**src/hw/exc_entry_pkg.sv**
```systemverilog
package exc_entry_pkg;

	// Fixed entry vectors
	localparam logic [31:0] VEC_RESET = 32'h0000_0000;
	localparam logic [31:0] VEC_BOOT = 32'h8000_0000;
	localparam logic [31:0] VEC_BREAK = 32'h0000_0010;
	localparam logic [31:0] VEC_UNDEF = 32'h0000_0020;
	localparam logic [31:0] VEC_MISALIGN = 32'h0000_0030;
	localparam logic [31:0] VEC_IRQ = 32'h0000_0080;
	localparam logic [31:0] VEC_IRQ_FLASH = 32'h0080_4000;

	// Return address alignment
	localparam logic [1:0] WORD_ALIGNED = 2'h0;
	localparam logic [31:0] RET_MASK = 32'hFFFF_FFFC;

	// Register map, byte addresses over a word-wide bus
	localparam int REG_AW = 4;
	localparam logic [REG_AW-1:0] REG_STATUS = 4'h0;
	localparam logic [REG_AW-1:0] REG_CONTROL = 4'h4;
	localparam logic [REG_AW-1:0] REG_RETURN = 4'h8;
	localparam logic [REG_AW-1:0] REG_CAUSE = 4'hC;

	// Field positions
	localparam int CTL_FLASH_EW_BIT = 0;
	localparam int ST_PSW_LSB = 0;
	localparam int ST_SAVED_LSB = 4;
	localparam int ST_BREAK_PEND_BIT = 8;
	localparam logic CTL_FLASH_EW_RST = 1'b0;

	// Kind of memory access of the executing instruction
	typedef enum logic [1:0] {
		MEM_NONE = 2'h0,
		MEM_HALF = 2'h1,
		MEM_WORD = 2'h2
	} mem_kind_t;

	// Last accepted entry
	typedef enum logic [2:0] {
		CAUSE_NONE = 3'h0,
		CAUSE_RESET = 3'h1,
		CAUSE_MISALIGN = 3'h3,
		CAUSE_UNDEF = 3'h2,
		CAUSE_BREAK = 3'h6,
		CAUSE_IRQ = 3'h7,
		CAUSE_RETURN = 3'h5
	} cause_t;

	typedef struct packed {
		logic stack_select;
		logic interrupt_enable;
		logic arith_flag;
	} psw_bits_t;

	localparam psw_bits_t PSW_CLEAR = '{1'b0, 1'b0, 1'b0};

	// Instruction in the execute stage
	typedef struct packed {
		logic valid;
		logic [31:0] pc;
		logic undefined;
		mem_kind_t mem_kind;
		logic [1:0] addr_lo;
		logic is_return;
	} ex_info_t;

	// Instruction boundary seen by the fetch side
	typedef struct packed {
		logic valid;
		logic [31:0] next_pc;
		logic prev_short_at_word;
		logic prev_branch;
	} boundary_t;

endpackage

```
**src/hw/cpu_exception_entry.sv**
```systemverilog
// Design decisions made here: the Avalon-MM register port and the placing of the registers.
`timescale 1ns/1ps
`default_nettype none
// What this block does
// RULE_01: Unimplemented op-code raises the undefined-opcode fault; the instruction does not execute.
// RULE_02: Undefined-opcode fault wins over a same-cycle peripheral request, which stays pending.
// RULE_03: Every fault, break and peripheral entry copies the three status bits into their saved copies.
// RULE_04: Fault entry keeps stack select, clears interrupt enable and arithmetic flag.
// RULE_05: Undefined-opcode entry stores the faulting instruction address; bit 1 marks halfword.
// RULE_06: Return from exception clears the two low bits of the restored address.
// RULE_07: Undefined-opcode entry redirects fetch to its own vector.
// RULE_08: Halfword access to address with low bits 01 or 11 is misaligned.
// RULE_09: Word access to address with low bits 01, 10 or 11 is misaligned.
// RULE_10: Misaligned access is suppressed and wins over a same-cycle peripheral request.
// RULE_11: Misaligned entry stores the faulting instruction address; bit 1 marks halfword.
// RULE_12: Misaligned entry redirects fetch to its own vector.
// RULE_13: Reset is taken in any cycle and outranks every other source.
// RULE_14: Reset fetches from zero, or from boot ROM base in boot mode.
// RULE_15: Break pin falling edge is accepted whatever the interrupt enable.
// RULE_16: Break is never taken right after a word-start short instruction, except branch target.
// RULE_17: Break and peripheral entry store the word-aligned current program counter.
// RULE_18: Break entry redirects fetch to the break vector.
// RULE_19: Peripheral request sampled at word boundaries, accepted only with interrupt enable set.
// RULE_20: Peripheral request never taken right after word-start short instruction, except branch target.
// RULE_21: Peripheral entry fetches its vector, or the RAM vector in flash write mode.
// RULE_22: The interrupt controller ranks sources and presents one request line.
// RULE_23: Return restores the status bits from saved copies and the counter from return address.
// RULE_24: Break and peripheral entry clear all three status bits after saving them.
// RULE_25: Reset clears all three status bits before the reset vector fetch.
module cpu_exception_entry
	import exc_entry_pkg::*;
(
	// Clock and reset
	input wire logic CLK,
	input wire logic RST,
	// Straps and pins
	input wire logic BOOT_MODE,
	input wire logic BREAK_N,
	// Interrupt controller request
	input wire logic IRQ_REQ,
	// Core pipeline
	input wire ex_info_t EX_INFO,
	input wire boundary_t BOUNDARY,
	output logic FETCH_REDIRECT,
	output logic [31:0] FETCH_VECTOR,
	output logic EX_CANCEL,
	output logic IRQ_ACK,
	output cause_t CAUSE,
	output psw_bits_t PROCESSOR_STATUS_WORD,
	output psw_bits_t SAVED_PSW,
	output logic [31:0] RETURN_ADDR,
	// Register bus
	input wire logic [REG_AW-1:0] AVS_ADDRESS,
	input wire logic AVS_READ,
	input wire logic AVS_WRITE,
	input wire logic [31:0] AVS_WRITEDATA,
	input wire logic [3:0] AVS_BYTEENABLE,
	output logic [31:0] AVS_READDATA,
	output logic AVS_WAITREQUEST
);

	function automatic logic misaligned(input mem_kind_t kind, input logic [1:0] lo);
		logic bad;
		bad = 1'b0;
		unique case (kind)
			MEM_HALF: bad = lo[0]; // RULE_08
			MEM_WORD: bad = (lo != WORD_ALIGNED); // RULE_09
			MEM_NONE: bad = 1'b0;
			default: bad = 1'b0;
		endcase
		return bad;
	endfunction

	psw_bits_t psw_r;
	psw_bits_t saved_r;
	logic [31:0] ret_r;
	logic reset_pend_r;
	logic break_prev_r;
	logic break_pend_r;
	logic flash_ew_r;
	logic redirect_r;
	logic [31:0] vector_r;
	logic cancel_r;
	logic irq_ack_r;
	cause_t cause_r;
	logic wait_r;
	logic [31:0] rdata_r;

	// Event decode, priority reset > misaligned > undefined > return > break > peripheral
	logic take_misalign;
	logic take_undef;
	logic take_return;
	logic boundary_ok;
	logic take_break;
	logic take_irq;
	logic break_fall;
	logic any_fault;

	assign take_misalign = EX_INFO.valid && !reset_pend_r && misaligned(EX_INFO.mem_kind, EX_INFO.addr_lo); // RULE_10
	assign take_undef = EX_INFO.valid && !reset_pend_r && EX_INFO.undefined && !take_misalign; // RULE_01
	assign any_fault = take_misalign || take_undef;
	assign take_return = EX_INFO.valid && !reset_pend_r && EX_INFO.is_return && !any_fault;
	assign boundary_ok = BOUNDARY.valid && (BOUNDARY.next_pc[1:0] == WORD_ALIGNED)
		&& !(BOUNDARY.prev_short_at_word && !BOUNDARY.prev_branch) // RULE_16 RULE_20
		&& !reset_pend_r && !any_fault && !take_return; // RULE_02
	assign take_break = boundary_ok && break_pend_r; // RULE_15
	assign take_irq = boundary_ok && !break_pend_r && IRQ_REQ && psw_r.interrupt_enable; // RULE_19
	assign break_fall = break_prev_r && !BREAK_N;

	// Bus writes commit at the edge after the wait state, while waitrequest is low
	logic bus_commit;
	logic status_wr;
	assign bus_commit = AVS_WRITE && !wait_r;
	assign status_wr = bus_commit && AVS_ADDRESS == REG_STATUS && AVS_BYTEENABLE[0];

	// First cycle after reset release fetches the reset vector
	always_ff @(posedge CLK or posedge RST) begin
		if (RST) begin
			reset_pend_r <= 1'b1; // RULE_13
		end else begin
			reset_pend_r <= 1'b0;
		end
	end

	// Break pin edge capture; a new edge wins over acceptance
	always_ff @(posedge CLK or posedge RST) begin
		if (RST) begin
			break_prev_r <= 1'b1;
			break_pend_r <= 1'b0;
		end else begin
			break_prev_r <= BREAK_N;
			if (break_fall) begin
				break_pend_r <= 1'b1; // RULE_15
			end else if (take_break) begin
				break_pend_r <= 1'b0;
			end
		end
	end

	// Status bits
	always_ff @(posedge CLK or posedge RST) begin
		if (RST) begin
			psw_r <= PSW_CLEAR; // RULE_25
		end else if (reset_pend_r) begin
			psw_r <= PSW_CLEAR; // RULE_25
		end else if (any_fault) begin
			psw_r.interrupt_enable <= 1'b0; // RULE_04
			psw_r.arith_flag <= 1'b0; // RULE_04
		end else if (take_return) begin
			psw_r <= saved_r; // RULE_23
		end else if (take_break || take_irq) begin
			psw_r <= PSW_CLEAR; // RULE_24
		end else if (status_wr) begin
			psw_r <= psw_bits_t'(AVS_WRITEDATA[ST_PSW_LSB +: $bits(psw_bits_t)]);
		end
	end

	// Saved copies of the status bits
	always_ff @(posedge CLK or posedge RST) begin
		if (RST) begin
			saved_r <= PSW_CLEAR;
		end else if (!reset_pend_r && (any_fault || take_break || take_irq)) begin
			saved_r <= psw_r; // RULE_03
		end else if (status_wr) begin
			saved_r <= psw_bits_t'(AVS_WRITEDATA[ST_SAVED_LSB +: $bits(psw_bits_t)]);
		end
	end

	// Return address
	always_ff @(posedge CLK or posedge RST) begin
		if (RST) begin
			ret_r <= VEC_RESET;
		end else if (any_fault) begin
			ret_r <= EX_INFO.pc; // RULE_05 RULE_11
		end else if (take_break || take_irq) begin
			ret_r <= BOUNDARY.next_pc; // RULE_17
		end
	end

	// Fetch redirect and cause
	always_ff @(posedge CLK or posedge RST) begin
		if (RST) begin
			redirect_r <= 1'b0;
			vector_r <= VEC_RESET;
			cause_r <= CAUSE_NONE;
		end else begin
			redirect_r <= reset_pend_r || any_fault || take_return || take_break || take_irq;
			if (reset_pend_r) begin
				vector_r <= BOOT_MODE ? VEC_BOOT : VEC_RESET; // RULE_14
				cause_r <= CAUSE_RESET;
			end else if (take_misalign) begin
				vector_r <= VEC_MISALIGN; // RULE_12
				cause_r <= CAUSE_MISALIGN;
			end else if (take_undef) begin
				vector_r <= VEC_UNDEF; // RULE_07
				cause_r <= CAUSE_UNDEF;
			end else if (take_return) begin
				vector_r <= ret_r & RET_MASK; // RULE_06 RULE_23
				cause_r <= CAUSE_RETURN;
			end else if (take_break) begin
				vector_r <= VEC_BREAK; // RULE_18
				cause_r <= CAUSE_BREAK;
			end else if (take_irq) begin
				vector_r <= flash_ew_r ? VEC_IRQ_FLASH : VEC_IRQ; // RULE_21
				cause_r <= CAUSE_IRQ;
			end
		end
	end

	// Cancel of the faulting instruction and its memory access
	always_ff @(posedge CLK or posedge RST) begin
		if (RST) begin
			cancel_r <= 1'b0;
			irq_ack_r <= 1'b0;
		end else begin
			cancel_r <= any_fault; // RULE_01 RULE_10
			irq_ack_r <= take_irq;
		end
	end

	// Bus slave: one wait cycle, then the answer
	logic bus_req;
	assign bus_req = AVS_READ || AVS_WRITE;

	always_ff @(posedge CLK or posedge RST) begin
		if (RST) begin
			wait_r <= 1'b1;
		end else begin
			wait_r <= !(bus_req && wait_r);
		end
	end

	always_ff @(posedge CLK or posedge RST) begin
		if (RST) begin
			flash_ew_r <= CTL_FLASH_EW_RST;
		end else if (bus_commit && AVS_ADDRESS == REG_CONTROL && AVS_BYTEENABLE[0]) begin
			flash_ew_r <= AVS_WRITEDATA[CTL_FLASH_EW_BIT];
		end
	end

	always_ff @(posedge CLK or posedge RST) begin
		if (RST) begin
			rdata_r <= '0;
		end else if (AVS_READ && wait_r) begin
			rdata_r <= '0;
			unique case (AVS_ADDRESS)
				REG_STATUS: begin
					rdata_r[ST_PSW_LSB +: 3] <= psw_r;
					rdata_r[ST_SAVED_LSB +: 3] <= saved_r;
					rdata_r[ST_BREAK_PEND_BIT] <= break_pend_r;
				end
				REG_CONTROL: rdata_r[CTL_FLASH_EW_BIT] <= flash_ew_r;
				REG_RETURN: rdata_r <= ret_r;
				REG_CAUSE: rdata_r[2:0] <= cause_r;
				default: rdata_r <= '0;
			endcase
		end
	end

	assign FETCH_REDIRECT = redirect_r;
	assign FETCH_VECTOR = vector_r;
	assign EX_CANCEL = cancel_r;
	assign IRQ_ACK = irq_ack_r;
	assign CAUSE = cause_r;
	assign PROCESSOR_STATUS_WORD = psw_r;
	assign SAVED_PSW = saved_r;
	assign RETURN_ADDR = ret_r;
	assign AVS_READDATA = rdata_r;
	assign AVS_WAITREQUEST = wait_r;

	// Checks
	property p_undef_entry;
		@(posedge CLK) disable iff (RST)
		take_undef |=> FETCH_REDIRECT && FETCH_VECTOR == VEC_UNDEF && RETURN_ADDR == $past(EX_INFO.pc) && EX_CANCEL;
	endproperty
	a_undef_entry: assert property (p_undef_entry) else $error("undefined opcode entry wrong"); // RULE_07

	property p_fault_psw;
		@(posedge CLK) disable iff (RST)
		any_fault |=> !PROCESSOR_STATUS_WORD.interrupt_enable && !PROCESSOR_STATUS_WORD.arith_flag && PROCESSOR_STATUS_WORD.stack_select == $past(psw_r.stack_select)
			&& SAVED_PSW == $past(psw_r);
	endproperty
	a_fault_psw: assert property (p_fault_psw) else $error("fault status update wrong"); // RULE_04

	property p_misalign_entry;
		@(posedge CLK) disable iff (RST)
		EX_INFO.valid && !reset_pend_r && EX_INFO.mem_kind == MEM_WORD && EX_INFO.addr_lo == 2'h2
			|=> FETCH_VECTOR == VEC_MISALIGN && EX_CANCEL && RETURN_ADDR == $past(EX_INFO.pc);
	endproperty
	a_misalign_entry: assert property (p_misalign_entry) else $error("word misaligned not taken"); // RULE_09

	property p_half_aligned;
		@(posedge CLK) disable iff (RST)
		EX_INFO.valid && EX_INFO.mem_kind == MEM_HALF && EX_INFO.addr_lo == 2'h2 && !EX_INFO.undefined
			|=> CAUSE != CAUSE_MISALIGN || !FETCH_REDIRECT;
	endproperty
	a_half_aligned: assert property (p_half_aligned) else $error("aligned halfword faulted"); // RULE_08

	property p_fault_beats_irq;
		@(posedge CLK) disable iff (RST)
		any_fault && IRQ_REQ |=> !IRQ_ACK ##1 PROCESSOR_STATUS_WORD.interrupt_enable == 1'b0;
	endproperty
	a_fault_beats_irq: assert property (p_fault_beats_irq) else $error("irq taken over fault"); // RULE_02

	property p_irq_masked;
		@(posedge CLK) disable iff (RST)
		!psw_r.interrupt_enable |=> !IRQ_ACK;
	endproperty
	a_irq_masked: assert property (p_irq_masked) else $error("irq taken while disabled"); // RULE_19

	property p_short_insn_gap;
		@(posedge CLK) disable iff (RST)
		BOUNDARY.prev_short_at_word && !BOUNDARY.prev_branch && !any_fault && !take_return && !reset_pend_r
			|=> !FETCH_REDIRECT;
	endproperty
	a_short_insn_gap: assert property (p_short_insn_gap) else $error("interrupt after short insn"); // RULE_20

	property p_break_entry;
		@(posedge CLK) disable iff (RST)
		take_break |=> FETCH_VECTOR == VEC_BREAK && PROCESSOR_STATUS_WORD == PSW_CLEAR && RETURN_ADDR[1:0] == WORD_ALIGNED;
	endproperty
	a_break_entry: assert property (p_break_entry) else $error("break entry wrong"); // RULE_18

	property p_irq_vector;
		@(posedge CLK) disable iff (RST)
		take_irq |=> IRQ_ACK && FETCH_VECTOR == ($past(flash_ew_r) ? VEC_IRQ_FLASH : VEC_IRQ) && SAVED_PSW.interrupt_enable;
	endproperty
	a_irq_vector: assert property (p_irq_vector) else $error("irq vector wrong"); // RULE_21

	property p_return;
		@(posedge CLK) disable iff (RST)
		take_return |=> FETCH_VECTOR[1:0] == WORD_ALIGNED && PROCESSOR_STATUS_WORD == $past(saved_r);
	endproperty
	a_return: assert property (p_return) else $error("return restore wrong"); // RULE_06

	property p_reset_vector;
		@(posedge CLK) disable iff (RST)
		reset_pend_r |=> FETCH_REDIRECT && PROCESSOR_STATUS_WORD == PSW_CLEAR && FETCH_VECTOR == ($past(BOOT_MODE) ? VEC_BOOT : VEC_RESET);
	endproperty
	a_reset_vector: assert property (p_reset_vector) else $error("reset vector wrong"); // RULE_14

	property p_irq_entry;
		@(posedge CLK) disable iff (RST)
		take_irq |=> PROCESSOR_STATUS_WORD == PSW_CLEAR && SAVED_PSW == $past(psw_r) && RETURN_ADDR == $past(BOUNDARY.next_pc);
	endproperty
	a_irq_entry: assert property (p_irq_entry) else $error("irq entry state wrong"); // RULE_17

	property p_misalign_beats_irq;
		@(posedge CLK) disable iff (RST)
		take_misalign && IRQ_REQ && psw_r.interrupt_enable |=> CAUSE == CAUSE_MISALIGN && !IRQ_ACK && EX_CANCEL;
	endproperty
	a_misalign_beats_irq: assert property (p_misalign_beats_irq) else $error("irq taken over misaligned access"); // RULE_10

	property p_break_latch;
		@(posedge CLK) disable iff (RST)
		break_fall |=> break_pend_r;
	endproperty
	a_break_latch: assert property (p_break_latch) else $error("break edge not latched"); // RULE_15

	property p_reset_priority;
		@(posedge CLK) disable iff (RST)
		reset_pend_r |=> CAUSE == CAUSE_RESET && !EX_CANCEL && !IRQ_ACK;
	endproperty
	a_reset_priority: assert property (p_reset_priority) else $error("reset did not outrank other sources"); // RULE_13

	property p_undef_cancel;
		@(posedge CLK) disable iff (RST)
		EX_INFO.valid && EX_INFO.undefined && !reset_pend_r |=> EX_CANCEL && FETCH_REDIRECT;
	endproperty
	a_undef_cancel: assert property (p_undef_cancel) else $error("undefined opcode not cancelled"); // RULE_01

	c_undef: cover property (@(posedge CLK) disable iff (RST) take_undef);
	c_break: cover property (@(posedge CLK) disable iff (RST) take_break ##[1:20] take_return);
	c_irq_flash: cover property (@(posedge CLK) disable iff (RST) take_irq && flash_ew_r);
	c_fault_irq: cover property (@(posedge CLK) disable iff (RST) any_fault && IRQ_REQ && psw_r.interrupt_enable);
	c_status_wr: cover property (@(posedge CLK) disable iff (RST) status_wr);

endmodule
`default_nettype wire

```
**config.mk**
```make
export PLATFORM = sky130hd
export DESIGN_NAME = cpu_exception_entry
export DESIGN_NICKNAME = d
export VERILOG_FILES = /design/src/hw/exc_entry_pkg.sv /design/src/hw/cpu_exception_entry.sv
export SDC_FILE = /design/constraint.sdc
export NUM_CORES = 1
export LEC_CHECK = 0
export BUFFER_PORTS_ARGS = -buffer_cell sky130_fd_sc_hd__buf_4
export CAP_MARGIN = 20
export CORE_ASPECT_RATIO = 1.2
export CORE_MARGIN = 8
export CORE_UTILIZATION = 25
export CTS_BUF_LIST = sky130_fd_sc_hd__clkbuf_2
export CTS_CLUSTER_SIZE = 12
export DETAILED_ROUTE_END_ITERATION = 10
export PLACE_DENSITY = 0.52
export REMOVE_ABC_BUFFERS = 1
export SYNTH_ARGS = -nofsm -noshare
export SYNTH_HDL_FRONTEND = slang
export SYNTH_SLANG_ARGS = --single-unit
```
**constraint.sdc**
```tcl
create_clock -name CLK -period 8.3 [get_ports CLK]
set_input_delay 1.66 -clock CLK [delete_from_list [all_inputs] [get_ports CLK]]
set_output_delay 1.66 -clock CLK [all_outputs]
set_load 0.005 [all_outputs]
```
==> impl_metrics.yaml <==
worst_setup_path:
  arrival_ns: 4.27
  crit_path_max_fanout: 40
  r2r_slack_ns: 5.27
  r2r_cells: 6
  reg2reg_to: "PROCESSOR_STATUS_WORD[0]"
  path_class: "in2reg"
  slowest_stage: "nor4_4"
  start_kind: "primary input"
  slowest_delay_ns: 0.82
  worstSetupEndpointType: "flip-flop"
  timing.rr.start: "reset_pend_r"
  critical_path_required_ns: 8.84
  path_cells: "buf_4 -> inv_1 -> ha_1 -> o31a_2 -> buf_4 -> nor4_4 -> buf_4 -> a32o_1"
  cp_top_family: "buffers and inverters"
  cpMostUsedCell: "buf_4"
  critical_path_buf_inv_count: 4
placed_design:
  routabilityCongestion: 0.790
  place_hpwl_um: 11600
  port_buffers: 198
sta:
  hold_viol: 0
  post-route-period-util_pct: 44.9
  finalClockSkew_ns: 0.0472
  rsz0062_at_grt: "no"
  clock.fmax_ghz: 0.268
  finalSetupViolations: 0
  layout_min_cycle_time_ns: 3.73
  worst_pin_slew_ns: 1.02
  setup-tns-final_ns: 0
  report.final.slew_viol_count: 0
  slew-limit-headroom_pct: 31.3
hold_path:
  hold_depth: 2
  min_from: "AVS_READDATA[4]"
  min_to: "AVS_READDATA[4]"
  worst_hold_path_type: "reg2reg"
layout:
  areaGrowthSynthToFinish_pct: 37.0
  final_common_cell: "buf_4"
  drive_gt1_share_pct: 37.7
  nNetsFinal: 758
  antenna_cells: 0
  final_cell_mix: "205 x buf_4, 108 x dfrtp_1, 98 x nand2_1, 71 x o21ai_0, 33 x mux2i_1"
route:
  antenna_left: 0
  wirelength_um: 16300
  firstDrtPassIters: 4
  vias: 4084
  drt_iter0_drc: 226
  viasPerCell: 4.53
  drc: 0
  routedWlPerCell_um: 18.1
synth:
  synthCells: 448
  synth-edff-count: 0
  avgSynthCellArea_um2: 10.9
  ys_seq_area_share_pct: 57.1
  yosysWarnings: 0
  synth-async-reset-ratio_pct: 100
  yosys_register_bits: 111
  synth-main-ff-cell: "dfrtp_1"
  synth_cell_type_count: 47
  syn_area_um2: 4870
clocking:
  cts_buffers: 9
  postCtsSetupBuffers: 0
  ctsHoldBuffers: 0
  htree_num_levels: 3
  cts_sinks: 111
  clock_latency_ns: 0.60
  cts.clk_slew.worst_paths_ns: 0.28
  clockBufferDepth: 2
  cts_tree: "built"
  cts-root-buf: "clkbuf_2"
  cts_resized: 0
global_routing:
  grt_use_met2_pct: 22.5
  grt-ovfl-total: 0
  use_met3_pct: 4.00
  grt-busiest-layer: "met2"
  grt_max_degree: 75
  met1_usage_pct: 16.5
  grt_pass1_wl_um: 25300
  grt_pass1_vias: 4340
  grt_usage_pct: 13.4
  antenna_found_initial: 0
floorplan:
  die_w_um: 143
  fp.dieH_um: 169
  start_util_pct: 25.2
  row_count: 56
  dieArea_um2: 24200
  top_level_ports: 230
  fp.coreArea_um2: 19300
status:
  status: "complete, no violations"
power:
  power.total_uw: 1120
  power_switching_uw: 351
  sw_frac_of_total_pct: 31.3
  p_comb_share_pct: 21.5
  p_seq_share_pct: 58.6
  p_per_area_nw_per_um2: 168
  irDropWorstVdd_uv: 60.3
  p_leak_uw: 0.00312
  power.internal_uw: 769
  clockPowerShare_pct: 19.9
run:
  max-cap-violations: 0
[area by class of cell]
class / count / area, µm²
clock buffers: 10 / 50.0
clock inverters: 6 / 38.8
fillers: 2014 / 12700
inverters: 7 / 28.8
multi-input cells: 300 / 1890
flip-flops and latches: 111 / 2780
well taps: 261 / 327
repair buffers: 206 / 1560
[registers in the layout (all words and copies together) (netlist names), 3 cells and up]
register / cells
PROCESSOR_STATUS_WORD: 3
AVS_READDATA: 32
FETCH_VECTOR: 30
SAVED_PSW: 3
CAUSE: 3
RETURN_ADDR: 32
[cell usage after synthesis (2+ instances only)]
master	count	area (µm²)
or3_1	2	12.5
buf_4	4	30.0
nand2b_1	4	25.0
nor4b_1	2	17.5
nand2_1	99	372
o21ai_0	71	355
mux2_2	3	33.8
a22o_1	29	254
nor4_1	2	12.5
a21oi_1	5	25.0
a21o_1	2	15.0
inv_1	7	26.3
dfrtp_1	108	2700
a22oi_1	7	52.6
nor3_1	4	20.0
o21ai_1	2	10.0
a32o_1	2	20.0
clkbuf_1	12	45.0
nor2_1	5	18.8
mux2i_1	33	330
dfstp_2	3	78.8
buf_6	6	67.6
a221o_1	2	20.0
ha_1	2	25.0
buf_2	10	50.1
[kinds of logic (layout without fill, tap and decap cells)]
kind of cell,Yosys count,in the layout,synth area share [%]
simple gates,130,130,12.5
compound gates,128,128,17.3
flops,111,111,57.1
buf+inv,39,229,4.50
mux,37,37,7.94
fa+ha+maj,2,2,0.514
other cells,1,3,0.0770
[layer usage]
layer | vias to the layer above | share of wire (%)
met5 | - | 0
met4 | 0 | 0.71
met3 | 8 | 7.1
met2 | 119 | 50
met1 | 2004 | 42
li1 | 1953 | -
[worst max path at each step]
stage / start / endpoint / slack (ns) / cells after the start
global route: EX_INFO[3] / PROCESSOR_STATUS_WORD[1] / 4.50 / 8
global placement: EX_INFO[3] / PROCESSOR_STATUS_WORD[0] / 3.88 / 8
CTS: EX_INFO[3] / PROCESSOR_STATUS_WORD[0] / 4.57 / 8
detailed placement: EX_INFO[3] / PROCESSOR_STATUS_WORD[0] / 3.86 / 8
floorplan: RST / AVS_READDATA[0] / 3.71 / 1
finish: EX_INFO[3] / PROCESSOR_STATUS_WORD[0] / 4.57 / 8
[worst reg2reg max path, cell delays in order, from the launching register on]
cell and delay [ns]:
dfstp_2 0.78, nor4b_4 0.10, and4_2 0.23, buf_4 0.33, nor4_4 0.93, buf_4 0.42
a32o_1 0.21
[metrics by stage]
stage	hold slack [ns]	worst slack [ns]	cell area, µm²	util [%]	cells
3_5_place_dp	0.472	3.86	6560	33.9	884
4_1_cts	0.529	4.57	6650	34.4	900
5_1_grt	0.548	4.50	6670	34.5	901
2_1_floorplan	0.459	3.71	4680	-	418
6_report	0.522	4.57	6670	34.5	901
3_3_place_gp	0.467	3.88	6560	33.9	884
[power by group through the flow]
stage | logic [µW] | clock network (µW) | registers (µW)
2_1_floorplan | 85.9 | 0 | 653
3_3_place_gp | 241 | 0 | 663
3_5_place_dp | 245 | 0 | 665
4_1_cts | 245 | 241 | 656
5_1_grt | 267 | 262 | 666
6_report | 241 | 223 | 656
Note: power is estimated with default switching activity, not from simulation.
